$ cat src/shared/amc_pkg.sv
// Package of constants for the analog mode control block
package amc_pkg;
    localparam int CLK_FREQ_HZ = 100_000_000;
    localparam int LOGIC_CLK_HZ = 1_000_000;
    localparam int LOGIC_DIV = CLK_FREQ_HZ / LOGIC_CLK_HZ;
    localparam int PHASE_T2 = 25;
    localparam int PHASE_T3 = 50;
    localparam int PHASE_T4 = 75;
    localparam logic [31:0] ADDR_CTRL = 32'h0000_0000;
    localparam logic [31:0] ADDR_STATUS = 32'h0000_0004;
    localparam logic [31:0] ADDR_IRQ_STAT = 32'h0000_0008;
    localparam logic [31:0] ADDR_IRQ_MASK = 32'h0000_000c;
    localparam int CTRL_IC = 0;
    localparam int CTRL_OP = 1;
    localparam int CTRL_HOLD = 2;
    localparam int CTRL_AUTO_HOLD = 3;
    localparam int CTRL_TIMER_EXEC = 4;
    localparam int CTRL_SWAP = 5;
    localparam int CTRL_LOGIC_RUN = 6;
    localparam int CTRL_W = 7;
    localparam logic [CTRL_W-1:0] CTRL_RESET = 7'h01;
    localparam int IRQ_OVERLOAD = 0;
    localparam int IRQ_W = 1;
    typedef enum logic [1:0] {
        AMC_IC = 2'b00,
        AMC_OP = 2'b01,
        AMC_HOLD = 2'b11
    } amc_mode_t;
endpackage

$ cat src/rtl/amc_override.sv
// Patchable override points, one per integrator
module amc_override
    import amc_pkg::*;
#(
    parameter int N = 4
) (
    input wire logic [N-1:0] i_default,
    input wire logic [N-1:0] i_patched,
    input wire logic [N-1:0] i_patch_present,
    output logic [N-1:0] o_value
);
    for (genvar g = 0; g < N; g++) begin : g_ovr
        // Patched source wins regardless of either level
        assign o_value[g] = i_patch_present[g] ? i_patched[g] : i_default[g];
    end
endmodule

$ cat src/rtl/amc_two_phase.sv
// Two-phase clock generator and master/slave stage model
module amc_two_phase
    import amc_pkg::*;
#(
    parameter int DIV = LOGIC_DIV,
    parameter int W = 4
) (
    input wire logic i_core_clk,
    input wire logic i_rst,
    input wire logic i_run,
    input wire logic [W-1:0] i_d,
    output logic o_input_stage_clock,
    output logic o_output_stage_clock,
    output logic [W-1:0] o_q
);
    logic [6:0] phase;
    logic [W-1:0] master;

    always_ff @(posedge i_core_clk or posedge i_rst) begin
        if (i_rst) begin
            phase <= 7'h00;
        end else if (!i_run) begin
            phase <= 7'h00;
        end else if (phase == 7'(DIV - 1)) begin
            phase <= 7'h00;
        end else begin
            phase <= phase + 7'h01;
        end
    end

    // Master samples between T2 and T3 only
    assign o_input_stage_clock = i_run && phase >= 7'(PHASE_T2) && phase < 7'(PHASE_T3);
    // Slave opens after T4; window never overlaps master
    assign o_output_stage_clock = i_run && phase >= 7'(PHASE_T4);

    always_ff @(posedge i_core_clk or posedge i_rst) begin
        if (i_rst) begin
            master <= '0;
        end else if (o_input_stage_clock) begin
            master <= i_d;
        end
    end

    always_ff @(posedge i_core_clk or posedge i_rst) begin
        if (i_rst) begin
            o_q <= '0;
        end else if (o_output_stage_clock) begin
            o_q <= master;
        end
    end
endmodule

$ cat src/rtl/amc_mode_ctrl.sv
// Analog mode control: mode bus, master hold, auto hold, test swap, APB
// How it works
// - A patched override signal replaces the default, whatever its level.
// - IC gives hold 0 op 0; operate hold 0 op 1; hold gives hold 1.
// - Integrator switches follow the mode bus driven by the hold and operate panel selections, IC when neither.
// - Master hold forces every integrator to hold, above any override.
// - Auto hold enabled plus any overload asserts the master hold bus.
// - Without timer execution, an auto hold freezes analog only.
// - With timer execution, an auto hold freezes analog and logic clocking.
// - Auto hold stays latched until the operator releases auto hold.
// - After release, switches return to what the mode bus commands now.
// - Test swap engaged: test terminals to reference, init terminals grounded.
// - Test swap released: init terminals to reference, test terminals grounded.
// - Master stage samples only in its window, then locks for the period.
// - Slave stage copies master only in its own window, locked otherwise.
// - Timer execution ignores panel modes; the timer state drives the mode bus.
// - Two-phase stage clocks run at 1 MHz while logic runs.
module amc_mode_ctrl
    import amc_pkg::*;
#(
    parameter int N_INT = 4,
    parameter int N_OVL = 8
) (
    input wire logic i_core_clk,
    input wire logic i_rst,
    input wire logic i_psel,
    input wire logic i_penable,
    input wire logic i_pwrite,
    input wire logic [31:0] i_paddr,
    input wire logic [31:0] i_pwdata,
    output logic [31:0] o_prdata,
    output logic o_pready,
    output logic o_pslverr,
    input wire logic [N_OVL-1:0] i_overload,
    input wire logic [1:0] i_timer_state,
    input wire logic [N_INT-1:0] i_patch_hold,
    input wire logic [N_INT-1:0] i_patch_hold_present,
    input wire logic [N_INT-1:0] i_patch_op,
    input wire logic [N_INT-1:0] i_patch_op_present,
    input wire logic [N_INT-1:0] i_logic_d,
    output logic [N_INT-1:0] o_int_hold,
    output logic [N_INT-1:0] o_int_op,
    output logic o_master_hold,
    output logic o_auto_hold_latched,
    output logic o_positive_test_terminal,
    output logic o_negative_test_terminal,
    output logic o_positive_init_terminal,
    output logic o_negative_init_terminal,
    output logic o_input_stage_clock,
    output logic o_output_stage_clock,
    output logic [N_INT-1:0] o_logic_q,
    output logic o_irq
);
    logic [CTRL_W-1:0] ctrl;
    logic [IRQ_W-1:0] irq_stat;
    logic [IRQ_W-1:0] irq_mask;
    logic [N_OVL-1:0] ovl_meta;
    logic [N_OVL-1:0] ovl_sync;
    logic auto_latch;
    logic bus_hold;
    logic bus_op;
    amc_mode_t panel_mode;
    amc_mode_t next_bus_mode;
    logic [N_INT-1:0] ovr_hold;
    logic [N_INT-1:0] ovr_op;
    logic logic_run;
    logic wr_en;
    logic rd_en;
    logic addr_ok;

    // APB: zero wait states, unmapped addresses give pslverr
    assign addr_ok = i_paddr == ADDR_CTRL || i_paddr == ADDR_STATUS
        || i_paddr == ADDR_IRQ_STAT || i_paddr == ADDR_IRQ_MASK;
    assign o_pready = 1'b1;
    assign o_pslverr = i_psel && i_penable && !addr_ok;
    assign wr_en = i_psel && i_penable && i_pwrite && addr_ok;
    // Latched at the setup edge, so read data stands through the access phase
    assign rd_en = i_psel && !i_penable && !i_pwrite;

    always_ff @(posedge i_core_clk or posedge i_rst) begin
        if (i_rst) begin
            ctrl <= CTRL_RESET;
        end else if (wr_en && i_paddr == ADDR_CTRL) begin
            ctrl <= i_pwdata[CTRL_W-1:0];
        end
    end

    always_ff @(posedge i_core_clk or posedge i_rst) begin
        if (i_rst) begin
            irq_mask <= '0;
        end else if (wr_en && i_paddr == ADDR_IRQ_MASK) begin
            irq_mask <= i_pwdata[IRQ_W-1:0];
        end
    end

    always_ff @(posedge i_core_clk or posedge i_rst) begin
        if (i_rst) begin
            o_prdata <= '0;
        end else if (rd_en) begin
            unique case (i_paddr)
                ADDR_CTRL: o_prdata <= {25'h0, ctrl};
                ADDR_STATUS: o_prdata <= {29'h0, logic_run, auto_latch, o_master_hold};
                ADDR_IRQ_STAT: o_prdata <= {31'h0, irq_stat};
                ADDR_IRQ_MASK: o_prdata <= {31'h0, irq_mask};
                default: o_prdata <= '0;
            endcase
        end
    end

    // Overloads are asynchronous to the console clock
    always_ff @(posedge i_core_clk or posedge i_rst) begin
        if (i_rst) begin
            ovl_meta <= '0;
            ovl_sync <= '0;
        end else begin
            ovl_meta <= i_overload;
            ovl_sync <= ovl_meta;
        end
    end

    // Only dropping the enable clears it
    always_ff @(posedge i_core_clk or posedge i_rst) begin
        if (i_rst) begin
            auto_latch <= 1'b0;
        end else if (!ctrl[CTRL_AUTO_HOLD]) begin
            auto_latch <= 1'b0;
        end else if (|ovl_sync) begin
            auto_latch <= 1'b1;
        end
    end

    // Set wins over a write-one clear
    always_ff @(posedge i_core_clk or posedge i_rst) begin
        if (i_rst) begin
            irq_stat <= '0;
        end else begin
            for (int i = 0; i < IRQ_W; i++) begin
                if (ctrl[CTRL_AUTO_HOLD] && |ovl_sync && i == IRQ_OVERLOAD) begin
                    irq_stat[i] <= 1'b1;
                end else if (wr_en && i_paddr == ADDR_IRQ_STAT && i_pwdata[i]) begin
                    irq_stat[i] <= 1'b0;
                end
            end
        end
    end
    assign o_irq = |(irq_stat & irq_mask);

    // Hold button has priority over operate over IC on the panel
    always_comb begin
        if (ctrl[CTRL_HOLD]) begin
            panel_mode = AMC_HOLD;
        end else if (ctrl[CTRL_OP]) begin
            panel_mode = AMC_OP;
        end else begin
            panel_mode = AMC_IC;
        end
    end

    // Timer takes the bus during execution
    always_comb begin
        if (ctrl[CTRL_TIMER_EXEC]) begin
            next_bus_mode = amc_mode_t'(i_timer_state == 2'h2 ? AMC_HOLD
                : (i_timer_state == 2'h1 ? AMC_OP : AMC_IC));
        end else begin
            next_bus_mode = panel_mode;
        end
    end
    // Encoding: IC 00, operate 01, hold 1x
    assign bus_hold = next_bus_mode[1];
    assign bus_op = next_bus_mode[0];

    assign o_master_hold = auto_latch;
    assign o_auto_hold_latched = auto_latch;

    amc_override #(.N(N_INT)) u_ovr_hold (
        .i_default({N_INT{bus_hold}}),
        .i_patched(i_patch_hold),
        .i_patch_present(i_patch_hold_present),
        .o_value(ovr_hold)
    );
    amc_override #(.N(N_INT)) u_ovr_op (
        .i_default({N_INT{bus_op}}),
        .i_patched(i_patch_op),
        .i_patch_present(i_patch_op_present),
        .o_value(ovr_op)
    );

    // Master hold sits after the overrides so nothing escapes it
    // Combinational, so release returns to the live bus at once
    assign o_int_hold = ovr_hold | {N_INT{o_master_hold}};
    assign o_int_op = ovr_op;

    // Auto hold freezes logic only in timer execution
    assign logic_run = ctrl[CTRL_LOGIC_RUN] && !(auto_latch && ctrl[CTRL_TIMER_EXEC]);

    amc_two_phase #(.DIV(LOGIC_DIV), .W(N_INT)) u_phase (
        .i_core_clk(i_core_clk),
        .i_rst(i_rst),
        .i_run(logic_run),
        .i_d(i_logic_d),
        .o_input_stage_clock(o_input_stage_clock),
        .o_output_stage_clock(o_output_stage_clock),
        .o_q(o_logic_q)
    );

    // Relay pairs swap together
    assign o_positive_test_terminal = ctrl[CTRL_SWAP];
    assign o_negative_test_terminal = ctrl[CTRL_SWAP];
    assign o_positive_init_terminal = !ctrl[CTRL_SWAP];
    assign o_negative_init_terminal = !ctrl[CTRL_SWAP];
endmodule

$ cat config.mk
export PLATFORM = sky130hd
export DESIGN_NAME = amc_mode_ctrl
export DESIGN_NICKNAME = d
export VERILOG_FILES = /design/src/shared/amc_pkg.sv /design/src/rtl/amc_override.sv /design/src/rtl/amc_two_phase.sv /design/src/rtl/amc_mode_ctrl.sv
export SDC_FILE = /design/constraint.sdc
export NUM_CORES = 1
export LEC_CHECK = 0
export BUFFER_PORTS_ARGS = -buffer_cell sky130_fd_sc_hd__buf_2
export CORE_ASPECT_RATIO = 0.8
export CORE_MARGIN = 2
export CORE_UTILIZATION = 35
export DETAILED_ROUTE_END_ITERATION = 12
export PLACE_DENSITY = 0.69
export RECOVER_POWER = 50
export SETUP_SLACK_MARGIN = 0.02
export SYNTH_ARGS = -nofsm -noshare
export SYNTH_HDL_FRONTEND = slang
export SYNTH_SLANG_ARGS = --single-unit
$ cat constraint.sdc
create_clock -name i_core_clk -period 2.4 [get_ports i_core_clk]
set_input_delay 0.12 -clock i_core_clk [delete_from_list [all_inputs] [get_ports i_core_clk]]
set_output_delay 0.12 -clock i_core_clk [all_outputs]
set_load 0.01 [all_outputs]
==> results.sh, run 1 <==
export IMPL_die_area_um2=7360
export IMPL_grt_use_met2_pct=23.3
export IMPL_io_pins=154
export IMPL_die_h_um=77.1
export IMPL_outcome="finished clean"
export IMPL_synthesis_area_um2=2340
export IMPL_hold_path_class="in2reg"
export IMPL_cts_buffer_depth=2
export IMPL_grt_pass1_vias=1761
export IMPL_drt_iter0_drc=104
export IMPL_vias=1878
export IMPL_max_freq_ghz=0.482
export IMPL_post_cts_repair_setup_buffers=0
export IMPL_crit_type="reg2out"
export IMPL_hold_worst_slack_ns=0.0479
export IMPL_grtUsageMet3_pct=4.72
export IMPL_cts_tree="yes"
export IMPL_power_uw=1580
export IMPL_gp_congestion=0.742
export IMPL_gr_usage_all_layers_pct=13.8
export IMPL_synthArstFlopShare_pct=100
export IMPL_top_usage_layer="met2"
export IMPL_finalSetupViolations=0
export IMPL_slew_viol_final=0
export IMPL_grt_max_degree=34
export IMPL_worst_skew_pair_late_latency_ns=0.30
export IMPL_cts_buffers_inserted=5
export IMPL_synth_cell_types=34
export IMPL_wl_um=4950
export IMPL_period_share_pct=86.5
export IMPL_io_buffers=102
export IMPL_ys_warn_count=0
export IMPL_arrival_ns=1.96
export IMPL_crit_path_start_kind="flop"
export IMPL_path_clk_slew_ns=0.08
export IMPL_grt_overflow_total=0
export IMPL_diodes=0
export IMPL_seq_area_frac_synth_pct=51.4
export IMPL_core_um2=6440
export IMPL_rsz0062_at_grt="no"
export IMPL_end_kind="output pin"
export IMPL_root_buffer="clkbuf_8"
export IMPL_nets=425
export IMPL_synth_seq_cells=48
export IMPL_wl_per_cell_um=12.1
export IMPL_syn_area_per_cell_um2=10.9
export IMPL_use_met1_pct=17.4
export IMPL_setup_tns_ns=0
export IMPL_max_slew_worst_pin_slew_ns=1.20
export IMPL_maxCapViolations=0
export IMPL_die_w_um=95.4
export IMPL_finalWorstSetupSlack_ns=0.325
export IMPL_synth_edf_count=0
export IMPL_fill_cells=609
export IMPL_timing_reg2reg_setup_slack_ns=0.51
export IMPL_dp_hpwl_um=3880
export IMPL_initial_core_util_pct=36.3
export IMPL_pre_cts_slack_ns=0.365
export IMPL_rows=26
export IMPL_leakage_uw=0.00151
export IMPL_finalHoldViolCount=0
export IMPL_dr_pass1_iters=4
export IMPL_syn_inst=215
export IMPL_ir_drop_v=0.000417
export IMPL_slew_headroom_pct=19.7
export IMPL_drive_gt1_share_pct=36.7
export IMPL_powerDensity_nw_per_um2=525
export IMPL_yosys_most_used_dff="dfrtp_1"
export IMPL_synthToLayoutAreaGrowth_pct=28.5
export IMPL_cts_num_sinks=48
export IMPL_h_tree_depth=2
export IMPL_ant_nets=0
export IMPL_vias_per_cell=4.60
export IMPL_grt_pass1_wl_um=8020
export IMPL_antenna_found_initial=0
export IMPL_fin_worst_skew_ns=0.00443
export IMPL_fin_crit_ns=2.08
export IMPL_cp_required_ns=2.28
export IMPL_drc=0
export IMPL_path_max_fanout=7
critical path, cell delays in order, from the launching register on:
cell and delay, ns:
dfrtp_1 0.46, ha_1 0.30, a211o_1 0.29, a211oi_1 0.32
nor3_2 0.14, buf_2 0.16
cell families (layout without fill, tap and decap cells):
kind of cell	count (synthesis)	in the layout	synth area share [%]
XOR/XNOR	4	4	1.50
AND/OR/NAND/NOR	64	64	14.2
buffers and inverters	47	132	12.5
other	2	26	0.321
multiplexers	24	24	11.7
flip-flops	48	48	51.4
AO/OA/AOI/OAI	23	23	6.79
adder cells (fa/ha/maj)	3	3	1.60
through the flow:
stage / instance area (um^2) / instances / utilization [%]
2_1_floorplan: 2430 / 239 / -
3_3_place_gp: 2810 / 391 / 43.6
3_5_place_dp: 2810 / 391 / 43.6
4_1_cts: 3020 / 408 / 46.9
5_1_grt: 3010 / 408 / 46.7
6_report: 3010 / 408 / 46.7
routing by layer:
metal,part of all wire [%],vias up
li1,-,912
met1,43,878
met2,47,82
met3,9.2,6
met4,0.77,0
met5,0,-
path summary, 6_finish.rpt:
kind | from | end | cells past startpoint
min | i_logic_d[0] | u_phase.master[0] | 2
min reg2reg | ovl_meta[4] | ovl_sync[4] | 0
max in group asynchronous | i_rst | ovl_meta[4] | 4
max | u_phase.phase[0] | o_output_stage_clock | 5
min in group asynchronous | i_rst | u_phase.master[3] | 3
max reg2reg | u_phase.phase[0] | u_phase.o_q[3] | 5
repair_timing:
item,in CTS,in global routing
gates resized for setup,0,1
hold buffers,9,0
endpoints found under the hold margin,38,0
endpoints found under the setup margin,0,1
where the power goes:
group | leakage, uW | switching, uW | internal (uW)
Combinational | 0.000838 | 76.1 | 71.4
Sequential | 0.000616 | 4.04 | 825
Clock | 0.0000614 | 260 | 340
Total | 0.00151 | 340 | 1240
cell usage in the layout, fill, tap and decap left out:
master and count:
a211o_1 1, a211oi_1 2, a21oi_1 2, and2_1 1
and3_1 3, and4b_2 1, buf_2 87, buf_4 2
bufinv_16 1, clkbuf_1 15, clkbuf_8 6, clkinv_4 1
conb_1 26, dfrtp_1 47, dfstp_2 1, dlygate4sd3_1 9
ha_1 3, inv_1 11, mux2_2 17, mux2i_1 6
mux4_2 1, nand2_1 20, nand2b_1 4, nand3_1 6
nand3b_1 1, nand4_1 4, nor2_1 9, nor3_1 1
nor3_2 1, nor4_1 9, o21ai_0 6, o2bb2ai_1 1
o31ai_1 8, o41ai_1 3, or2_1 1, or4_1 2
or4_4 1, xnor2_1 1, xor2_1 3
layout make-up:
| cell class | count | area (um^2) | share of cell area, % |
|---|---|---|---|
| sequential | 48 | 1200 | 40.0 |
| multi-input combinational | 144 | 940 | 31.3 |
| timing repair buffer | 113 | 597 | 19.9 |
| tap | 84 | 105 | 3.50 |
| clock buffer | 6 | 82.6 | 2.75 |
| inverter | 11 | 41.3 | 1.37 |
| clock inverter | 2 | 38.8 | 1.29 |
state kept, by name, summed over array words and instances (netlist names):
signal,count
ovl_meta,8
ovl_sync,8
ctrl,7
o_prdata,7
u_phase.phase,7
u_phase.master,4
u_phase.o_q,4
irq_mask,1
irq_stat,1
o_auto_hold_latched,1
Yosys cell counts (4+ instances only):
| cell | instances | share of area, % |
|---|---|---|
| dfrtp_1 | 47 | 50 |
| buf_4 | 30 | 9.6 |
| nand2_1 | 20 | 3.2 |
| mux2_2 | 17 | 8.2 |
| inv_1 | 11 | 1.8 |
| nor2_1 | 9 | 1.4 |
| nor4_1 | 9 | 2.4 |
| o31ai_1 | 8 | 2.6 |
| mux2i_1 | 6 | 2.6 |
| nand3_1 | 6 | 1.3 |
| o21ai_0 | 6 | 1.3 |
| nand2b_1 | 4 | 1.1 |
| nand4_1 | 4 | 1.1 |
Note: power is estimated with default switching activity, not from simulation.
==> inputs of run 2 (changes only) <==
PLACE_DENSITY = 0.7   (was 0.69)
clock period = 1.9 ns   (was 2.4 ns; I/O delays follow)
==> run 2 against run 1 <==
Net effect:
- critical endpoint unchanged
- sequential share of layout area down 1.6 points
- flip-flop and latch count unchanged
- sequential power up 27%
- largest cell class unchanged
- register-to-register slack worse by 0.41 ns
==> results.sh, run 2 (synthesized netlist as in run 1, its figures left out) <==
export IMPL_finalHoldViolCount=0
export IMPL_timing_reg2reg_setup_slack_ns=0.10
export IMPL_vias=1870
export IMPL_p_comb_share_pct=8.9
export IMPL_r2r_end="u_phase.o_q[2]"
export IMPL_fill_cells=605
export IMPL_io_buffers=102
export IMPL_finalSetupViolations=0
export IMPL_p_sw_uw=416
export IMPL_nets=437
export IMPL_slew_viol_final=0
export IMPL_end_kind="output pin"
export IMPL_hold_path_class="in2reg"
export IMPL_die_w_um=95.4
export IMPL_final_core_util_pct=48.7
export IMPL_slew_headroom_pct=30.4
export IMPL_power_uw=2070
export IMPL_ant_nets=0
export IMPL_hold_path_cell_count=2
export IMPL_outcome="finished clean"
export IMPL_rows=26
export IMPL_mostFrequentLayoutCell="buf_2"
export IMPL_worst_skew_pair_late_latency_ns=0.29
export IMPL_fin_worst_skew_ns=0.00336
export IMPL_final_cells=420
export IMPL_drt_iter0_drc=38
export IMPL_crit_type="reg2out"
export IMPL_max_freq_ghz=0.553
export IMPL_die_h_um=77.1
export IMPL_grt_pass1_wl_um=7940
export IMPL_crit_chain="ha_2 -> a211o_1 -> a211oi_2 -> nor3_4 -> buf_2"
export IMPL_gp_congestion=0.750
export IMPL_cts_tree="yes"
export IMPL_dp_hpwl_um=3870
export IMPL_reg2reg_from="u_phase.phase[0]"
export IMPL_cts_buffers_inserted=5
export IMPL_internal_power_uw=1660
export IMPL_h_tree_depth=2
export IMPL_setup_tns_ns=0
export IMPL_seq_power_share_pct=50.5
export IMPL_crit_path_start_kind="flop"
export IMPL_diodes=0
export IMPL_min_from="i_logic_d[1]"
export IMPL_antenna_found_initial=0
export IMPL_vias_per_cell=4.45
export IMPL_most_common_layout_cells="buf_2 (89), dfrtp_1 (45), conb_1 (26), nand2_1 (20), mux2_2 (17)"
export IMPL_grt_max_degree=31
export IMPL_leakage_uw=0.00159
export IMPL_dr_pass1_iters=4
export IMPL_path_clk_slew_ns=0.08
export IMPL_cts_num_sinks=48
export IMPL_wl_um=5110
export IMPL_initial_core_util_pct=36.3
export IMPL_io_pins=154
export IMPL_dpl_cell_area_um2=2840
export IMPL_path_max_fanout=6
export IMPL_powerDensity_nw_per_um2=661
export IMPL_place_inst=395
export IMPL_cp_required_ns=1.80
export IMPL_clkPwrFrac_pct=40.6
export IMPL_fin_area_um2=3140
export IMPL_ir_drop_v=0.000451
export IMPL_gr_usage_all_layers_pct=13.7
export IMPL_core_um2=6440
export IMPL_grt_pass1_vias=1788
export IMPL_swShare_pct=20.1
export IMPL_drc=0
export IMPL_root_buffer="clkbuf_8"
export IMPL_period_share_pct=95.2
export IMPL_wl_per_cell_um=12.2
export IMPL_rr_worst_depth=6
export IMPL_hold_end="u_phase.master[1]"
export IMPL_maxCapViolations=0
export IMPL_slowest_stage="dfrtp_2"
export IMPL_drive_gt1_share_pct=41.1
export IMPL_max_slew_worst_pin_slew_ns=1.04
export IMPL_reg_top3="ovl_meta (8), ovl_sync (8)"
export IMPL_synthToLayoutAreaGrowth_pct=34.0
export IMPL_die_area_um2=7360
export IMPL_fin_crit_ns=1.81
export IMPL_cts_buffer_depth=2
export IMPL_cpPeakStageDelay_ns=0.44
export IMPL_grt_overflow_total=0
export IMPL_arrival_ns=1.71
[run 2: cell types whose count changed in the layout (fill, tap and decap cells not counted), moves of 2 or more]
cell / before / now
buf_2: 87 / 89
dfrtp_1: 47 / 45
buf_4: 2 / 13
dfrtp_2: 0 / 2
[run 2: layer usage]
layer,part of all wire [%],routed length [um],GRT usage [%],up-vias
li1,-,-,-,932
met1,43,2210,16.6,855
met2,48,2440,23.9,81
met3,8.7,446,4.52,2
met4,0.20,10,2.43,0
met5,0,0,0,-
[run 2: power groups by stage]
stage	Sequential [uW]	Clock [uW]	Combinational, uW
after global routing	1050	919	210
final	1050	842	184
after CTS	1050	869	187
after floorplan	1070	0	113
after detailed placement	1070	0	173
after global placement	1070	0	169
[run 2: timing repair]
action                     4_1_cts  5_1_grt
pin swaps                        0        2
setup buffers                    0        8
setup endpoints to repair        1        6
hold endpoints to repair        35        0
resized for setup                2        5
hold buffers                     9        0
[run 2: area by class of cell]
type / instances / area [um^2] / share of cell area [%]
clock buffers: 6 / 72.6 / 2.31
multi-input cells: 144 / 965 / 30.8
well taps: 84 / 105 / 3.35
clock inverters: 2 / 60.1 / 1.92
repair buffers: 125 / 687 / 21.9
inverters: 11 / 41.3 / 1.32
flip-flops and latches: 48 / 1200 / 38.4
[run 2: through the flow]
step | hold slack [ns] | setup slack [ns]
finish | 0.0345 | 0.0909
global route | 0.0230 | -0.0469
CTS | 0.0236 | 0.0213
detailed placement | 0.192 | 0.126
global placement | 0.181 | 0.152
floorplan | 0.126 | 0.158
[run 2: worst max path at each step]
stage	startpoint	end
floorplan	u_phase.phase[0]	u_phase.o_q[0]
global placement	u_phase.phase[0]	u_phase.o_q[0]
detailed placement	u_phase.phase[0]	u_phase.o_q[3]
CTS	u_phase.phase[1]	o_output_stage_clock
global route	u_phase.phase[0]	o_output_stage_clock
finish	u_phase.phase[0]	o_output_stage_clock
[run 2: worst max-delay path: cells and delay by family, from the launching register on]
kind                       cells  cell delay (ns)
AOI/OAI and AO/OA              2             0.56
adders and majority gates      1             0.20
buffers and inverters          1             0.15
DFF                            1             0.44
and+or+nand+nor                1             0.07
==> inputs of run 3 (changes only) <==
ABC_AREA = 1   (was not set)
PLACE_DENSITY = 0.69   (was 0.7)
==> run 3 against run 2 <==
Net effect:
- global-route usage increased by 0.74 points
- flip-flop and latch count is the same
- core utilization fell by 1.4 points
- largest power group unchanged
- die area increased by 6.4%
- cell count increased by 20%
- synthesized cell count rose by 39%
- cell area is 4.0% higher
- critical endpoint unchanged
==> results.sh, run 3 <==
export IMPL_internal_power_uw=1660
export IMPL_vias=2217
export IMPL_synthesis_area_um2=2500
export IMPL_dr_pass1_iters=4
export IMPL_place_inst=484
export IMPL_root_buffer="clkbuf_8"
export IMPL_fin_worst_skew_ns=0.00727
export IMPL_yosys_most_used_dff="dfrtp_1"
export IMPL_p_sw_uw=442
export IMPL_drt_iter0_drc=92
export IMPL_gr_usage_all_layers_pct=14.4
export IMPL_io_buffers=102
export IMPL_synth_edf_count=0
export IMPL_grt_max_degree=37
export IMPL_synthTopCellsByArea="dfrtp_1 (47%), nand2_1 (13%), buf_4 (9.0%)"
export IMPL_final_core_util_pct=47.3
export IMPL_synthArstFlopShare_pct=100
export IMPL_h_tree_depth=2
export IMPL_grt_overflow_total=0
export IMPL_core_um2=6890
export IMPL_setup_tns_ns=0
export IMPL_powerDensity_nw_per_um2=644
export IMPL_swShare_pct=21.1
export IMPL_vias_per_cell=4.39
export IMPL_grt_pass1_vias=2173
export IMPL_rows=27
export IMPL_mostFrequentLayoutCell="buf_2"
export IMPL_hold_worst_slack_ns=0.0170
export IMPL_syn_inst=299
export IMPL_hold_path_class="in2reg"
export IMPL_path_max_fanout=4
export IMPL_wl_per_cell_um=10.4
export IMPL_initial_core_util_pct=36.2
export IMPL_synthToLayoutAreaGrowth_pct=30.6
export IMPL_ant_nets=0
export IMPL_fin_crit_ns=1.78
export IMPL_crit_type="reg2out"
export IMPL_cts_buffer_depth=2
export IMPL_p_comb_share_pct=9.2
export IMPL_crit_path_start_kind="flop"
export IMPL_end_kind="output pin"
export IMPL_ir_drop_v=0.000469
export IMPL_fill_cells=675
export IMPL_ys_warn_count=0
export IMPL_worst_skew_pair_late_latency_ns=0.30
export IMPL_yosys_top_cells_count="nand2_1 (86), dfrtp_1 (47), nor2_1 (32)"
export IMPL_regArea_um2=1200
export IMPL_maxCapViolations=0
export IMPL_synth_cell_types=34
export IMPL_gp_congestion=0.792
export IMPL_slew_headroom_pct=15.9
export IMPL_period_share_pct=93.5
export IMPL_fin_area_um2=3260
export IMPL_max_slew_worst_pin_slew_ns=1.26
export IMPL_io_pins=154
export IMPL_drc=0
export IMPL_die_w_um=98.4
export IMPL_leakage_uw=0.00172
export IMPL_cp_required_ns=1.80
export IMPL_most_common_layout_cells="buf_2 (90), nand2_1 (87), dfrtp_1 (47), nor2_1 (34), conb_1 (26)"
export IMPL_reg_top3="ovl_meta (8), ovl_sync (8)"
export IMPL_seq_area_frac_synth_pct=48.1
export IMPL_final_cells=505
export IMPL_diodes=0
export IMPL_syn_area_per_cell_um2=8.35
export IMPL_drive_gt1_share_pct=28.9
export IMPL_finalHoldViolCount=0
export IMPL_synth_area_leader_cell="dfrtp_1"
export IMPL_multiInputGateArea_um2=1070
export IMPL_path_clk_slew_ns=0.09
export IMPL_cts_num_sinks=48
export IMPL_wl_um=5260
export IMPL_rsz0062_at_grt="yes"
export IMPL_seq_power_share_pct=49.6
export IMPL_slew_viol_final=0
export IMPL_cts_buffers_inserted=5
export IMPL_dpl_cell_area_um2=3000
export IMPL_die_h_um=79.6
export IMPL_nets=519
export IMPL_synth_top_cell_area_share_pct=47.1
export IMPL_finalSetupViolations=0
export IMPL_cts_tree="yes"
export IMPL_synth_most_common_cell="nand2_1"
export IMPL_die_area_um2=7830
export IMPL_synth_seq_cells=48
export IMPL_dp_hpwl_um=4150
export IMPL_clkPwrFrac_pct=41.2
export IMPL_antenna_found_initial=0
export IMPL_grt_pass1_wl_um=9140
export IMPL_arrival_ns=1.68
export IMPL_outcome="finished clean"
export IMPL_max_freq_ghz=0.563
-- run 3: power by group through the flow --
stage,sequential (uW),clock (uW),combinational (uW)
floorplan,1060,0,116
global placement,1060,0,173
detailed placement,1060,0,177
CTS,1040,894,195
global route,1040,943,221
finish,1040,866,193
-- run 3: path summary, 6_finish.rpt --
path                       cells past startpoint              from  slack (ns)                   end
setup / recovery                               7  u_phase.phase[1]        0.12  o_output_stage_clock
hold / removal                                 3      i_logic_d[0]        0.02     u_phase.master[0]
setup reg to reg                               7  u_phase.phase[1]        0.36        u_phase.o_q[2]
hold reg to reg                                0       ovl_meta[4]        0.35           ovl_sync[4]
max in group asynchronous                      4             i_rst        0.43           o_prdata[4]
min in group asynchronous                      3             i_rst        0.69           ovl_meta[1]
-- run 3: timing repair --
item                                    4_1_cts  5_1_grt
endpoints found under the setup margin        1        2
hold buffers                                 11        0
hold endpoints to repair                     43        0
gates resized for setup                       2        3
pin swaps                                     1        1
buffers inserted                              2        0
-- run 3: area by class of cell --
cell class | instances | share of cell area (%)
Clock buffer | 5 | 2.11
Tap cell | 87 | 3.34
Clock inverter | 3 | 2.11
Inverter | 25 | 2.88
Multi-Input combinational cell | 219 | 33.0
Sequential cell | 48 | 36.9
Timing Repair Buffer | 118 | 19.7
-- run 3: critical path, stage by stage, from the launching register on --
cell	delay (ns)
dfrtp_1	0.42
ha_2	0.21
or2_1	0.22
o21ai_1	0.13
nand3_1	0.14
nand3_4	0.09
inv_1	0.05
buf_2	0.13
-- run 3: routing by layer --
metal,vias up,share of wire [%],track usage [%]
li1,1142,-,-
met1,978,42,16.8
met2,87,48,26.1
met3,10,8.5,3.68
met4,0,1.5,4.93
met5,-,0,0
-- run 3: per-stage QoR --
step | power [uW] | worst slack, ns
2_1_floorplan | 1180 | 0.345
3_3_place_gp | 1230 | 0.273
3_5_place_dp | 1240 | 0.225
4_1_cts | 2130 | 0.0514
5_1_grt | 2210 | 0.00373
6_report | 2100 | 0.123
-- run 3: kinds of logic (layout without fill, tap and decap cells) --
group	after synthesis	after routing	synth area share, %
AOI/OAI and AO/OA	28	28	6.76
xor gates and xnor gates	1	1	0.351
adders and majority gates	3	3	1.50
buffers and inverters	56	151	13.0
DFF	48	48	48.1
other	2	26	0.301
and+or+nand+nor	161	161	30.0
